===== config.mk =====
export PLATFORM = sky130hd
export DESIGN_NAME = sdt_timer
export DESIGN_NICKNAME = d
export VERILOG_FILES = /design/src/rtl/sdt_pkg.sv /design/src/rtl/sdt_timer.sv
export SDC_FILE = /design/constraint.sdc
export NUM_CORES = 1
export LEC_CHECK = 0
export ABC_AREA = 1
export BUFFER_PORTS_ARGS = -buffer_cell sky130_fd_sc_hd__clkbuf_2
export CORE_MARGIN = 5
export CORE_UTILIZATION = 40
export CTS_CLUSTER_SIZE = 28
export DETAILED_ROUTE_END_ITERATION = 16
export PLACE_DENSITY = 0.61
export SYNTH_ARGS = -nofsm -noshare
export SYNTH_HDL_FRONTEND = slang
export SYNTH_SLANG_ARGS = --single-unit

===== constraint.sdc =====
create_clock -name clock -period 3.65 [get_ports clock]
set_clock_uncertainty 0.05 [all_clocks]
set_input_delay 0 -clock clock [delete_from_list [all_inputs] [get_ports clock]]
set_output_delay 0 -clock clock [all_outputs]
set_load 0.05 [all_outputs]

===== src/rtl/sdt_pkg.sv =====
// constants, register map and carrier types for the split dual byte pwm timer
package sdt_pkg;

    // register byte addresses
    localparam logic [7:0] ADDR_CLK_SEL    = 8'h00;
    localparam logic [7:0] ADDR_OUT_EN     = 8'h01;
    localparam logic [7:0] ADDR_OUT_VALUE  = 8'h02;
    localparam logic [7:0] ADDR_BYTE_MODE  = 8'h04;
    localparam logic [7:0] ADDR_UF_LEVEL   = 8'h06;
    localparam logic [7:0] ADDR_CMP_LEVEL  = 8'h07;
    localparam logic [7:0] ADDR_COMMAND    = 8'h08;
    localparam logic [7:0] ADDR_FLAGS      = 8'h0C;
    localparam logic [7:0] ADDR_LOWER_CNT  = 8'h20;
    localparam logic [7:0] ADDR_LOWER_PER  = 8'h26;
    localparam logic [7:0] ADDR_LOWER_CMP  = 8'h28;
    localparam logic [7:0] CMP_ADDR_STRIDE = 8'h02;

    // count clock source select codes
    localparam logic [3:0] CLK_OFF      = 4'h0;
    localparam logic [3:0] CLK_DIV1     = 4'h1;
    localparam logic [3:0] CLK_DIV2     = 4'h2;
    localparam logic [3:0] CLK_DIV4     = 4'h3;
    localparam logic [3:0] CLK_DIV8     = 4'h4;
    localparam logic [3:0] CLK_DIV64    = 4'h5;
    localparam logic [3:0] CLK_DIV256   = 4'h6;
    localparam logic [3:0] CLK_DIV1024  = 4'h7;
    localparam int         CLK_EVENT_BIT = 3;
    localparam int         PRESCALE_W    = 10;

    // byte operation select codes
    localparam logic [1:0] MODE_NORMAL        = 2'h0;
    localparam logic [1:0] MODE_UPPER_CLEARED = 2'h1;
    localparam logic [1:0] MODE_SPLIT         = 2'h2;

    // command register fields and codes
    localparam int         CMD_LSB        = 2;
    localparam int         CMD_TARGET_LSB = 0;
    localparam logic [1:0] CMD_NONE       = 2'h0;
    localparam logic [1:0] CMD_RESTART    = 2'h2;
    localparam logic [1:0] CMD_RESET      = 2'h3;

    // flag register layout
    localparam int FLAG_LOWER_UF  = 0;
    localparam int FLAG_UPPER_UF  = 1;
    localparam int FLAG_MATCH_LSB = 4;

    // reset values
    localparam logic [7:0] PER_RESET = 8'hFF;
    localparam logic [7:0] REG_RESET = 8'h00;

    typedef struct packed {
        logic [7:0] addr;
        logic [7:0] wdata;
        logic       wr;
        logic       rd;
        logic       dma;
    } sdt_bus_req_t;

    typedef struct packed {
        logic [3:0] lower_match;
        logic       upper_uf;
        logic       lower_uf;
    } sdt_events_t;

endpackage


===== src/rtl/sdt_timer.sv =====
// split dual byte pwm timer: two down-counters, eight pwm channels, flags, events, dma requests
`timescale 1ns/10ps
`default_nettype none

module sdt_timer #(
    parameter int CNT_W   = 8,
    parameter int EV_CHAN = 8
) (
    // clock and reset
    input  wire logic                 clock,
    input  wire logic                 rst,
    // register port
    input  wire sdt_pkg::sdt_bus_req_t bus_req,
    output logic [7:0]                rd_data,
    // event system count inputs
    input  wire logic [EV_CHAN-1:0]   ev_chan,
    // port pin side
    input  wire logic [7:0]           port_output_value,
    input  wire logic [7:0]           pin_invert_enable,
    input  wire logic [7:0]           pin_dir_out,
    output logic [7:0]                pin_out,
    output logic [7:0]                pin_oe_n,
    // events, interrupt and dma requests
    output sdt_pkg::sdt_events_t      events_out,
    output logic [5:0]                irq_req,
    output logic [5:0]                dma_req
);

    if (CNT_W < 2 || CNT_W > 8) begin : g_bad_width
        $error("CNT_W must be 2..8");
    end
    if (EV_CHAN != 8) begin : g_bad_chan
        $error("EV_CHAN must be 8");
    end

    localparam int PRESCALE_W = sdt_pkg::PRESCALE_W;

    logic [3:0]            count_clock_source_select;
    logic [1:0]            byte_operation_select;
    logic [3:0]            lower_channel_output_enable;
    logic [3:0]            upper_channel_output_enable;
    logic [3:0]            uf_level_reg;
    logic [7:0]            cmp_level_reg;
    logic [7:0]            flags_reg;
    logic [PRESCALE_W-1:0] prescale_reg;
    logic [CNT_W-1:0]      cnt_reg [2];
    logic [CNT_W-1:0]      per_reg [2];
    logic [CNT_W-1:0]      cmp_reg [2][4];
    logic [7:0]            wg_reg;
    logic [7:0]            rd_data_reg;
    logic [7:0]            rd_data_next;
    logic [7:0]            pin_out_reg;
    logic [7:0]            pin_oe_n_reg;
    logic [5:0]            irq_req_reg;
    logic [5:0]            dma_req_reg;
    sdt_pkg::sdt_events_t  events_reg;

    logic       wr;
    logic       rd;
    logic [1:0] cmd;
    logic [1:0] command_target_enable;
    logic       soft_reset;
    logic       split_on;
    logic       timer_off;
    logic       prescale_hit;
    logic       count_tick;
    logic [1:0] restart;
    logic [1:0] at_bottom;
    logic [7:0] match;
    logic [7:0] flags_set;
    logic [7:0] flags_clr;

    // decodes which lower compare channel, if any, an address selects
    function automatic logic [3:0] lower_cmp_hit(input logic [7:0] a);
        logic [3:0] hit;
        hit = 4'h0;
        for (int i = 0; i < 4; i++) begin
            hit[i] = (a == 8'(sdt_pkg::ADDR_LOWER_CMP + 8'(i) * sdt_pkg::CMP_ADDR_STRIDE));
        end
        return hit;
    endfunction

    assign wr  = bus_req.wr;
    assign rd  = bus_req.rd;
    assign cmd = bus_req.wdata[sdt_pkg::CMD_LSB +: 2];
    assign command_target_enable = bus_req.wdata[sdt_pkg::CMD_TARGET_LSB +: 2];
    assign timer_off = (count_clock_source_select == sdt_pkg::CLK_OFF);
    assign split_on  = (byte_operation_select == sdt_pkg::MODE_SPLIT);

    // reset command honoured only while the timer is stopped
    assign soft_reset = wr && bus_req.addr == sdt_pkg::ADDR_COMMAND && cmd == sdt_pkg::CMD_RESET
                        && command_target_enable != 2'h0 && timer_off;

    // common prescaler, free running
    always_ff @(posedge clock) begin
        if (rst) begin
            prescale_reg <= '0;
        end else begin
            prescale_reg <= prescale_reg + 1'b1;
        end
    end

    always_comb begin
        case (count_clock_source_select[2:0])
            3'h1:    prescale_hit = 1'b1;
            3'h2:    prescale_hit = &prescale_reg[0:0];
            3'h3:    prescale_hit = &prescale_reg[1:0];
            3'h4:    prescale_hit = &prescale_reg[2:0];
            3'h5:    prescale_hit = &prescale_reg[5:0];
            3'h6:    prescale_hit = &prescale_reg[7:0];
            3'h7:    prescale_hit = &prescale_reg[9:0];
            default: prescale_hit = 1'b0;
        endcase
    end

    // one shared count clock for both halves
    always_comb begin
        if (count_clock_source_select[sdt_pkg::CLK_EVENT_BIT]) begin
            count_tick = split_on && ev_chan[count_clock_source_select[2:0]];
        end else begin
            count_tick = split_on && !timer_off && prescale_hit;
        end
    end

    // configuration registers
    always_ff @(posedge clock) begin
        if (rst || soft_reset) begin
            count_clock_source_select   <= sdt_pkg::CLK_OFF;
            byte_operation_select       <= sdt_pkg::MODE_NORMAL;
            lower_channel_output_enable <= '0;
            upper_channel_output_enable <= '0;
            uf_level_reg                <= '0;
            cmp_level_reg               <= '0;
        end else if (wr) begin
            case (bus_req.addr)
                sdt_pkg::ADDR_CLK_SEL: count_clock_source_select <= bus_req.wdata[3:0];
                sdt_pkg::ADDR_OUT_EN: begin
                    lower_channel_output_enable <= bus_req.wdata[3:0];
                    upper_channel_output_enable <= bus_req.wdata[7:4];
                end
                sdt_pkg::ADDR_BYTE_MODE: byte_operation_select <= bus_req.wdata[1:0];
                sdt_pkg::ADDR_UF_LEVEL:  uf_level_reg <= bus_req.wdata[3:0];
                sdt_pkg::ADDR_CMP_LEVEL: cmp_level_reg <= bus_req.wdata;
                default: ;
            endcase
        end
    end

    // the two byte counters, h = 0 lower, h = 1 upper
    for (genvar h = 0; h < 2; h++) begin : g_half
        localparam logic [7:0] A_CNT = 8'(sdt_pkg::ADDR_LOWER_CNT + 8'(h));
        localparam logic [7:0] A_PER = 8'(sdt_pkg::ADDR_LOWER_PER + 8'(h));
        logic cnt_wr;
        logic per_wr;

        assign cnt_wr     = wr && bus_req.addr == A_CNT;
        assign per_wr     = wr && bus_req.addr == A_PER;
        assign restart[h] = wr && bus_req.addr == sdt_pkg::ADDR_COMMAND
                            && cmd == sdt_pkg::CMD_RESTART && command_target_enable[h];
        assign at_bottom[h] = (cnt_reg[h] == '0);

        always_ff @(posedge clock) begin
            if (rst || soft_reset) begin
                cnt_reg[h] <= '0;
            end else if (cnt_wr) begin
                cnt_reg[h] <= bus_req.wdata[CNT_W-1:0];
            end else if (restart[h]) begin
                cnt_reg[h] <= '0;
            end else if (count_tick) begin
                if (at_bottom[h]) begin
                    cnt_reg[h] <= per_reg[h];
                end else begin
                    cnt_reg[h] <= cnt_reg[h] - 1'b1;
                end
            end
        end

        always_ff @(posedge clock) begin
            if (rst || soft_reset) begin
                per_reg[h] <= sdt_pkg::PER_RESET[CNT_W-1:0];
            end else if (per_wr) begin
                per_reg[h] <= bus_req.wdata[CNT_W-1:0];
            end
        end

        for (genvar i = 0; i < 4; i++) begin : g_chan
            localparam int W = h * 4 + i;
            localparam logic [7:0] A_CMP =
                8'(sdt_pkg::ADDR_LOWER_CMP + 8'(i) * sdt_pkg::CMP_ADDR_STRIDE + 8'(h));

            assign match[W] = (cnt_reg[h] == cmp_reg[h][i]);

            always_ff @(posedge clock) begin
                if (rst || soft_reset) begin
                    cmp_reg[h][i] <= '0;
                end else if (wr && bus_req.addr == A_CMP) begin
                    cmp_reg[h][i] <= bus_req.wdata[CNT_W-1:0];
                end
            end

            always_ff @(posedge clock) begin
                if (rst || soft_reset || restart[h]) begin
                    wg_reg[W] <= 1'b0;
                end else if (timer_off && wr && bus_req.addr == sdt_pkg::ADDR_OUT_VALUE) begin
                    wg_reg[W] <= bus_req.wdata[W];
                end else if (count_tick) begin
                    if (at_bottom[h]) begin
                        wg_reg[W] <= 1'b0;
                    end else if (match[W]) begin
                        wg_reg[W] <= 1'b1;
                    end
                end
            end
        end
    end

    // flags: hardware set beats software or dma clear
    always_comb begin
        flags_set = '0;
        flags_set[sdt_pkg::FLAG_LOWER_UF] = count_tick && at_bottom[0];
        flags_set[sdt_pkg::FLAG_UPPER_UF] = count_tick && at_bottom[1];
        flags_set[sdt_pkg::FLAG_MATCH_LSB +: 4] = count_tick ? match[3:0] : 4'h0;
        flags_clr = '0;
        if (wr && bus_req.addr == sdt_pkg::ADDR_FLAGS) begin
            flags_clr = bus_req.wdata;
        end
        if (bus_req.dma && wr && (bus_req.addr == sdt_pkg::ADDR_LOWER_CNT
                                  || bus_req.addr == sdt_pkg::ADDR_LOWER_PER)) begin
            flags_clr[sdt_pkg::FLAG_LOWER_UF] = 1'b1;
        end
        if (bus_req.dma && wr && (bus_req.addr == 8'(sdt_pkg::ADDR_LOWER_CNT + 8'h01)
                                  || bus_req.addr == 8'(sdt_pkg::ADDR_LOWER_PER + 8'h01))) begin
            flags_clr[sdt_pkg::FLAG_UPPER_UF] = 1'b1;
        end
        if (bus_req.dma && (wr || rd)) begin
            flags_clr[sdt_pkg::FLAG_MATCH_LSB +: 4] = lower_cmp_hit(bus_req.addr);
        end
    end

    always_ff @(posedge clock) begin
        if (rst || soft_reset) begin
            flags_reg <= sdt_pkg::REG_RESET;
        end else begin
            flags_reg <= (flags_reg & ~flags_clr) | flags_set;
        end
    end

    // event pulses, interrupt and dma request levels
    always_ff @(posedge clock) begin
        if (rst) begin
            events_reg  <= '0;
            irq_req_reg <= '0;
            dma_req_reg <= '0;
        end else begin
            events_reg.lower_uf    <= flags_set[sdt_pkg::FLAG_LOWER_UF];
            events_reg.upper_uf    <= flags_set[sdt_pkg::FLAG_UPPER_UF];
            events_reg.lower_match <= flags_set[sdt_pkg::FLAG_MATCH_LSB +: 4];
            for (int i = 0; i < 4; i++) begin
                irq_req_reg[2 + i] <= flags_reg[sdt_pkg::FLAG_MATCH_LSB + i]
                                      && cmp_level_reg[2 * i +: 2] != 2'h0;
            end
            irq_req_reg[0] <= flags_reg[sdt_pkg::FLAG_LOWER_UF] && |uf_level_reg[1:0];
            irq_req_reg[1] <= flags_reg[sdt_pkg::FLAG_UPPER_UF] && |uf_level_reg[3:2];
            dma_req_reg <= {flags_reg[sdt_pkg::FLAG_MATCH_LSB +: 4],
                            flags_reg[sdt_pkg::FLAG_UPPER_UF],
                            flags_reg[sdt_pkg::FLAG_LOWER_UF]};
        end
    end

    // port override of the pins
    always_ff @(posedge clock) begin
        if (rst) begin
            pin_out_reg  <= '0;
            pin_oe_n_reg <= 8'hFF;
        end else begin
            pin_out_reg  <= ((wg_reg & {upper_channel_output_enable, lower_channel_output_enable})
                             | (port_output_value & ~{upper_channel_output_enable,
                                                      lower_channel_output_enable}))
                            ^ pin_invert_enable;
            pin_oe_n_reg <= ~pin_dir_out;
        end
    end

    // read mux
    always_comb begin
        rd_data_next = '0;
        case (bus_req.addr)
            sdt_pkg::ADDR_CLK_SEL:   rd_data_next = {4'h0, count_clock_source_select};
            sdt_pkg::ADDR_OUT_EN:    rd_data_next = {upper_channel_output_enable,
                                                     lower_channel_output_enable};
            sdt_pkg::ADDR_OUT_VALUE: rd_data_next = wg_reg;
            sdt_pkg::ADDR_BYTE_MODE: rd_data_next = {6'h00, byte_operation_select};
            sdt_pkg::ADDR_UF_LEVEL:  rd_data_next = {4'h0, uf_level_reg};
            sdt_pkg::ADDR_CMP_LEVEL: rd_data_next = cmp_level_reg;
            sdt_pkg::ADDR_COMMAND:   rd_data_next = 8'h00;
            sdt_pkg::ADDR_FLAGS:     rd_data_next = flags_reg;
            default: begin
                for (int h = 0; h < 2; h++) begin
                    if (bus_req.addr == 8'(sdt_pkg::ADDR_LOWER_CNT + 8'(h))) begin
                        rd_data_next = 8'(cnt_reg[h]);
                    end
                    if (bus_req.addr == 8'(sdt_pkg::ADDR_LOWER_PER + 8'(h))) begin
                        rd_data_next = 8'(per_reg[h]);
                    end
                    for (int i = 0; i < 4; i++) begin
                        if (bus_req.addr == 8'(sdt_pkg::ADDR_LOWER_CMP
                                + 8'(i) * sdt_pkg::CMP_ADDR_STRIDE + 8'(h))) begin
                            rd_data_next = 8'(cmp_reg[h][i]);
                        end
                    end
                end
            end
        endcase
    end

    always_ff @(posedge clock) begin
        if (rst) begin
            rd_data_reg <= '0;
        end else begin
            rd_data_reg <= rd ? rd_data_next : 8'h00;
        end
    end

    assign rd_data    = rd_data_reg;
    assign pin_out    = pin_out_reg;
    assign pin_oe_n   = pin_oe_n_reg;
    assign events_out = events_reg;
    assign irq_req    = irq_req_reg;
    assign dma_req    = dma_req_reg;
endmodule

`default_nettype wire


======== Yosys cells after proc, flatten, opt, wreduce, memory -nomap -nowiden ========
Memory sizes are Yosys's and may differ from the RTL's.
Cells that the tools add are included.
storage, ports and cells
  flip-flop bits (word level) ............. 94
  bits in writable memories ............... 96
  output and inout port bits .............. 42
  memories ................................ 3
operators by class
  add/sub/neg operators ................... 3
  order comparisons ....................... 1
  eq/ne operators ......................... 37
  multiplexer cells ....................... 142
  bitwise operators ....................... 28
  reduce and logical (&&, ||, !) cells .... 83
memory list
  memory   depth  bits a word  read ports  clocked after Yosys merged registers in  wr ports  line             source
  cmp_reg  2      32           2           0                                        2         sdt_timer.sv:48  logic [CNT_W-1:0] cmp_reg [2][4];
  cnt_reg  2      8            2           0                                        2         sdt_timer.sv:46  logic [CNT_W-1:0] cnt_reg [2];
  per_reg  2      8            2           0                                        2         sdt_timer.sv:47  logic [CNT_W-1:0] per_reg [2];
operator list
  cell                                                                 count
  8-bit two-way mux                                                    31
  1-bit two-way mux                                                    106
  8-bit by 6-bit == test with 1-bit output (second input constant)     12
  8-bit == test                                                        8
  8-bit one-hot mux with 8 select lines                                1
  1-bit logical AND                                                    37
  2-bit AND reduction                                                  14
  8-bit bitwise AND                                                    3
  8-bit by 3-bit == test with 1-bit output (second input constant)     3
  8-bit logical NOT                                                    3
  8-bit NOT                                                            3
  3-bit nonzero test                                                   8
  1-bit bitwise OR                                                     18
  8-bit by 4-bit == test with 1-bit output (second input constant)     2
  8-bit bitwise OR                                                     2
  8-bit by 1-bit subtractor with 8-bit output (second input constant)  2
  3-bit == test (second input constant)                                4
  2-bit nonzero test                                                   6
  10-bit by 1-bit adder with 10-bit output (second input constant)     1
  10-bit AND reduction                                                 1
  8-bit by 1-bit == test with 1-bit output (second input constant)     1
  8-bit by 2-bit == test with 1-bit output (second input constant)     1
  4-bit two-way mux                                                    2
  8-bit AND reduction                                                  1
  other kinds (14)                                                     24

======== Longest topological paths before layout ========
  depth after elaboration ................. 14
  mapped depth ............................ 17
  depth with buffers taken out ............ 16

======== Worst setup path after synthesis ========
OpenSTA, ideal clock, no wires.
  kind .................................... reg2reg
  from .................................... mem cnt_reg[0][0]
  to ...................................... mem cnt_reg[0][0], data pin
  arrival time ............................ 1949 ps
  data required time ...................... 3341 ps
  slack ................................... 1393 ps
  stages on the path, launching flop included .. 16
  clock period less this slack ............ 2257 ps
  path through ............................ edfxtp_1 -> clkbuf_1 -> inv_1 -> ha_1 -> inv_1 -> nor2_4 -> nand2_1 -> nor2_2 -> nand2_1 -> nor2_2 -> inv_2 -> nor2_8 -> nor3_4 -> inv_2 -> nor2_1 -> a21oi_1
RTL lines
  element          line
  start, declared  sdt_timer.sv:46

==> metrics.md <==
| Metric | Value |
|---|---|
| Mux share of post-synthesis cell area | `0.00202` |
| Total number of yosys warnings | `0` |
| Number of flip-flops under the largest register name | `64` |
| Area share of fa/ha/maj cells after synthesis | `0.00504` |
| Number of flip-flops and latches in the synthesized netlist | `190` |
| Number of antenna repair diodes | `0` |
| Transition time of the tightest slew-check pin | `1080 ps` |
| Pre-antenna DRT Iters | `5` |
| H-tree level count | `4` |
| Xor and xnor area share after synthesis | `0.0512` |
| Setup Total Neg Slack | `0 ps` |
| Number of standard cells after synthesis | `1259` |
| Hold buffers post-CTS | `32` |
| Number of global-route vias before repair | `8560` |
| Data required time at the worst endpoint | `3800 ps` |
| Leakage | `4.68 nW` |
| Remaining DRCs | `0` |
| Area of the die | `28100 sq um` |
| Compound-cell area share of the yosys netlist | `0.104` |
| Buffer count from post-CTS setup fixing | `0` |
| Area leader, netlist | `sky130_fd_sc_hd__edfxtp_1` |
| Power after layout | `4.60 mW` |
| Average via count per standard cell | `5.28` |
| Capturing element type of the critical path | `flop` |
| Violation count after the first detailed-routing iteration | `1021` |
| Fraction of the mapped netlist area in simple logic gates | `0.281` |
| Post-route standard cell area excluding fillers | `11600 sq um` |
| Path category of the worst min-delay check | `input port to flop` |
| Layout fillers | `2421` |
| Number of slew-limit violations in the final report | `0` |
| I/O pin count | `95` |
| Highest Clock Rate | `0.372 GHz` |
| Min cycle time layout | `2690 ps` |
| Dominant combinational cell family by area after synthesis | `simple AND/OR/NAND/NOR gates` |
| Post-CTS clock slew at the launch and capture registers of the worst setup and hold paths | `70 ps` |
| Number of cell instances on the worst register-to-register path | `11` |
| Fin. Hold Viols | `0` |
| Vertical die dimension | `168 um` |
| Largest cells by area after synthesis | `sky130_fd_sc_hd__edfxtp_1, sky130_fd_sc_hd__dfxtp_1, sky130_fd_sc_hd__nand2_1` |
| Number of buffers on the longest clock path | `2` |
| Max IR drop VDD | `321 uV` |
| Number of clock sinks | `190` |
| Placed instance area | `10700 sq um` |
| Unrepaired setup endpoints after global routing | `no` |
| Startpoint Class | `flop` |
| Proportion of synthesized chip area in sequential cells | `0.480` |
| Overall via count from detail_route | `9013` |
| FF-to-FF setup slack | `960 ps` |
| Launching instance or port of the critical path | `cnt_reg[1][0]` |
| Power density cells | `398 nW/um^2` |
| Fraction of layout cells with a size suffix above 1 | `0.144` |
| TritonCTS clock tree | `yes` |
| Antenna violations before repair | `0` |
| Number of flops mapped to enable cells by yosys | `96` |
| CTS Buf Count | `17` |
| Placement row count | `57` |
| Chip Width | `168 um` |
| Core Area | `24400 sq um` |
| Dominant synthesized flop cell | `sky130_fd_sc_hd__edfxtp_1` |
| Count of antenna-violating nets left after detailed routing | `0` |
| Detail-routed net length per standard cell | `18.7 um` |
| End of the critical path | `cnt_reg[1][6]` |
| Fraction of synthesized cell area taken by the top area cell type | `0.290` |
| Net count of the mapped netlist | `1316` |
| Syn Std Cell Area | `9920 sq um` |
| First-pass GRT wire length | `49.4 mm` |
| Starting Density | `0.407` |
| Reg-to-reg critical path endpoint | `cnt_reg[1][6]` |
| Area growth syn-to-layout | `16.5%` |
| Final #Nets | `1428` |
| Largest net degree at the start of global routing | `28` |
| Tcrit/Tclk final | `0.737` |
| Top library cells by usage in the layout, fill and taps aside | `sky130_fd_sc_hd__nand2_1, sky130_fd_sc_hd__nor2_1, sky130_fd_sc_hd__inv_1, sky130_fd_sc_hd__edfxtp_1` |
| Launching point of the worst reg2reg path | `cnt_reg[1][0]` |
| Maxcap violations | `0` |
| Largest fanout of any net on the critical path | `9` |
| Sum of net half-perimeters after detailed placement | `23.1 mm` |
| Clock latency at the later pin of the worst-skew pair | `440 ps` |
| Share of async-settable or async-resettable flops after synthesis | `0` |
| Residual overflow from global routing | `0` |
| Relative slew slack | `0.272` |
| Arrival time at the worst endpoint | `2840 ps` |
| Setup Crit Path Kind | `flop to flop` |
| Gp weighted congestion | `0.950` |
| Run status | `complete, no violations` |
| Number of gates resized after CTS | `0` |
| Mean post-synth cell area | `7.88 sq um` |
| Setup violators final | `0` |
| Routed WL | `32.0 mm` |
| Global Route Usage Sum | `0.226` |
| Number of unique standard cell types used by synthesis | `49` |
| Clock Tree Root | `sky130_fd_sc_hd__clkbuf_16` |
| IO Port Bufs | `94` |
| Most common cell after layout, fill and taps aside | `sky130_fd_sc_hd__nand2_1` |
-- per-layer routing --
metal  global-route usage  wire length, um  share of wire  up-vias
li1                     -                -              -     4340
met1                0.311            14100           0.44     4178
met2                0.355            14200           0.44      431
met3               0.0469             2660          0.083       64
met4               0.0780             1070          0.033        0
met5                    0                0              0        -
-- worst min path at each step --
stage	depth (start not counted)	slack (ps)	start	to
floorplan	1	20	pin_dir_out[0]	pin_oe_n[0]
global placement	2	110	pin_dir_out[0]	pin_oe_n[0]
detailed placement	2	110	pin_dir_out[5]	pin_oe_n[5]
CTS	4	10	bus_req[0]	flags_reg[0]
global route	4	40	bus_req[0]	flags_reg[0]
finish	4	30	bus_req[0]	flags_reg[0]
-- cells in the mapped netlist, types with 3 or more instances --
cell type	instances
sky130_fd_sc_hd__nand2_1	277
sky130_fd_sc_hd__nor2_1	176
sky130_fd_sc_hd__inv_1	132
sky130_fd_sc_hd__edfxtp_1	96
sky130_fd_sc_hd__dfxtp_1	94
sky130_fd_sc_hd__a21oi_1	74
sky130_fd_sc_hd__nand3_1	71
sky130_fd_sc_hd__o21ai_0	71
sky130_fd_sc_hd__xnor2_1	39
sky130_fd_sc_hd__nand4_1	38
sky130_fd_sc_hd__clkbuf_1	28
sky130_fd_sc_hd__xor2_1	19
sky130_fd_sc_hd__or2_2	16
sky130_fd_sc_hd__inv_2	13
sky130_fd_sc_hd__nor3_1	11
sky130_fd_sc_hd__buf_2	9
sky130_fd_sc_hd__nor2_2	8
sky130_fd_sc_hd__o21ai_1	8
sky130_fd_sc_hd__nand2_2	7
sky130_fd_sc_hd__nor2_4	7
sky130_fd_sc_hd__o21a_1	6
sky130_fd_sc_hd__o22ai_1	5
sky130_fd_sc_hd__buf_6	4
sky130_fd_sc_hd__ha_1	4
sky130_fd_sc_hd__nor4_1	4
sky130_fd_sc_hd__o221ai_1	4
sky130_fd_sc_hd__a221oi_1	3
sky130_fd_sc_hd__a22oi_1	3
sky130_fd_sc_hd__buf_1	3
sky130_fd_sc_hd__clkinv_1	3
sky130_fd_sc_hd__o211ai_1	3
-- critical path, stage by stage (launching register included) --
cell,delay (ps)
sky130_fd_sc_hd__edfxtp_1,470
sky130_fd_sc_hd__inv_1,260
sky130_fd_sc_hd__ha_1,230
sky130_fd_sc_hd__nand2_1,100
sky130_fd_sc_hd__nor2_1,200
sky130_fd_sc_hd__nand3_1,170
sky130_fd_sc_hd__inv_1,120
sky130_fd_sc_hd__nand3_1,260
sky130_fd_sc_hd__nor2_4,280
sky130_fd_sc_hd__o21ai_0,110
sky130_fd_sc_hd__a21oi_1,140
sky130_fd_sc_hd__nor2_1,50
-- through the flow --
stage,cells,hold WS [ps],worst slack (ps),utilization
6_report,1708,26.6,961,0.474
5_1_grt,1708,43.6,809,0.474
4_1_cts,1708,9.84,1040,0.474
3_5_place_dp,1644,110,1050,0.438
3_3_place_gp,1644,110,1110,0.438
2_1_floorplan,1259,20.0,1390,-
-- area by class of cell --
cell class | count | area [sq um] | area share
inverter | 148 | 556 | 0.0481
sequential | 190 | 4760 | 0.412
timing repair buffer | 138 | 881 | 0.0762
tap | 324 | 405 | 0.0351
clock buffer | 22 | 484 | 0.0419
multi-input combinational | 876 | 4390 | 0.380
clock inverter | 10 | 76.3 | 0.00660
-- where the power goes --
| part | switching (mW) | internal, mW | leakage, nW |
|---|---|---|---|
| sequential | 0.0742 | 2.31 | 1.68 |
| clock | 0.847 | 0.955 | 0.280 |
| combinational | 0.275 | 0.140 | 2.72 |
| total | 1.20 | 3.40 | 4.68 |
-- logic make-up (layout without fill, tap and decap cells) --
kind of cell | count (synthesis) | after routing
compound gates | 186 | 186
simple gates | 626 | 626
fa+ha+maj | 4 | 4
mux | 2 | 2
xor+xnor | 58 | 58
flops | 190 | 190
buf+inv | 193 | 318
Note: power is estimated with default switching activity, not from simulation.
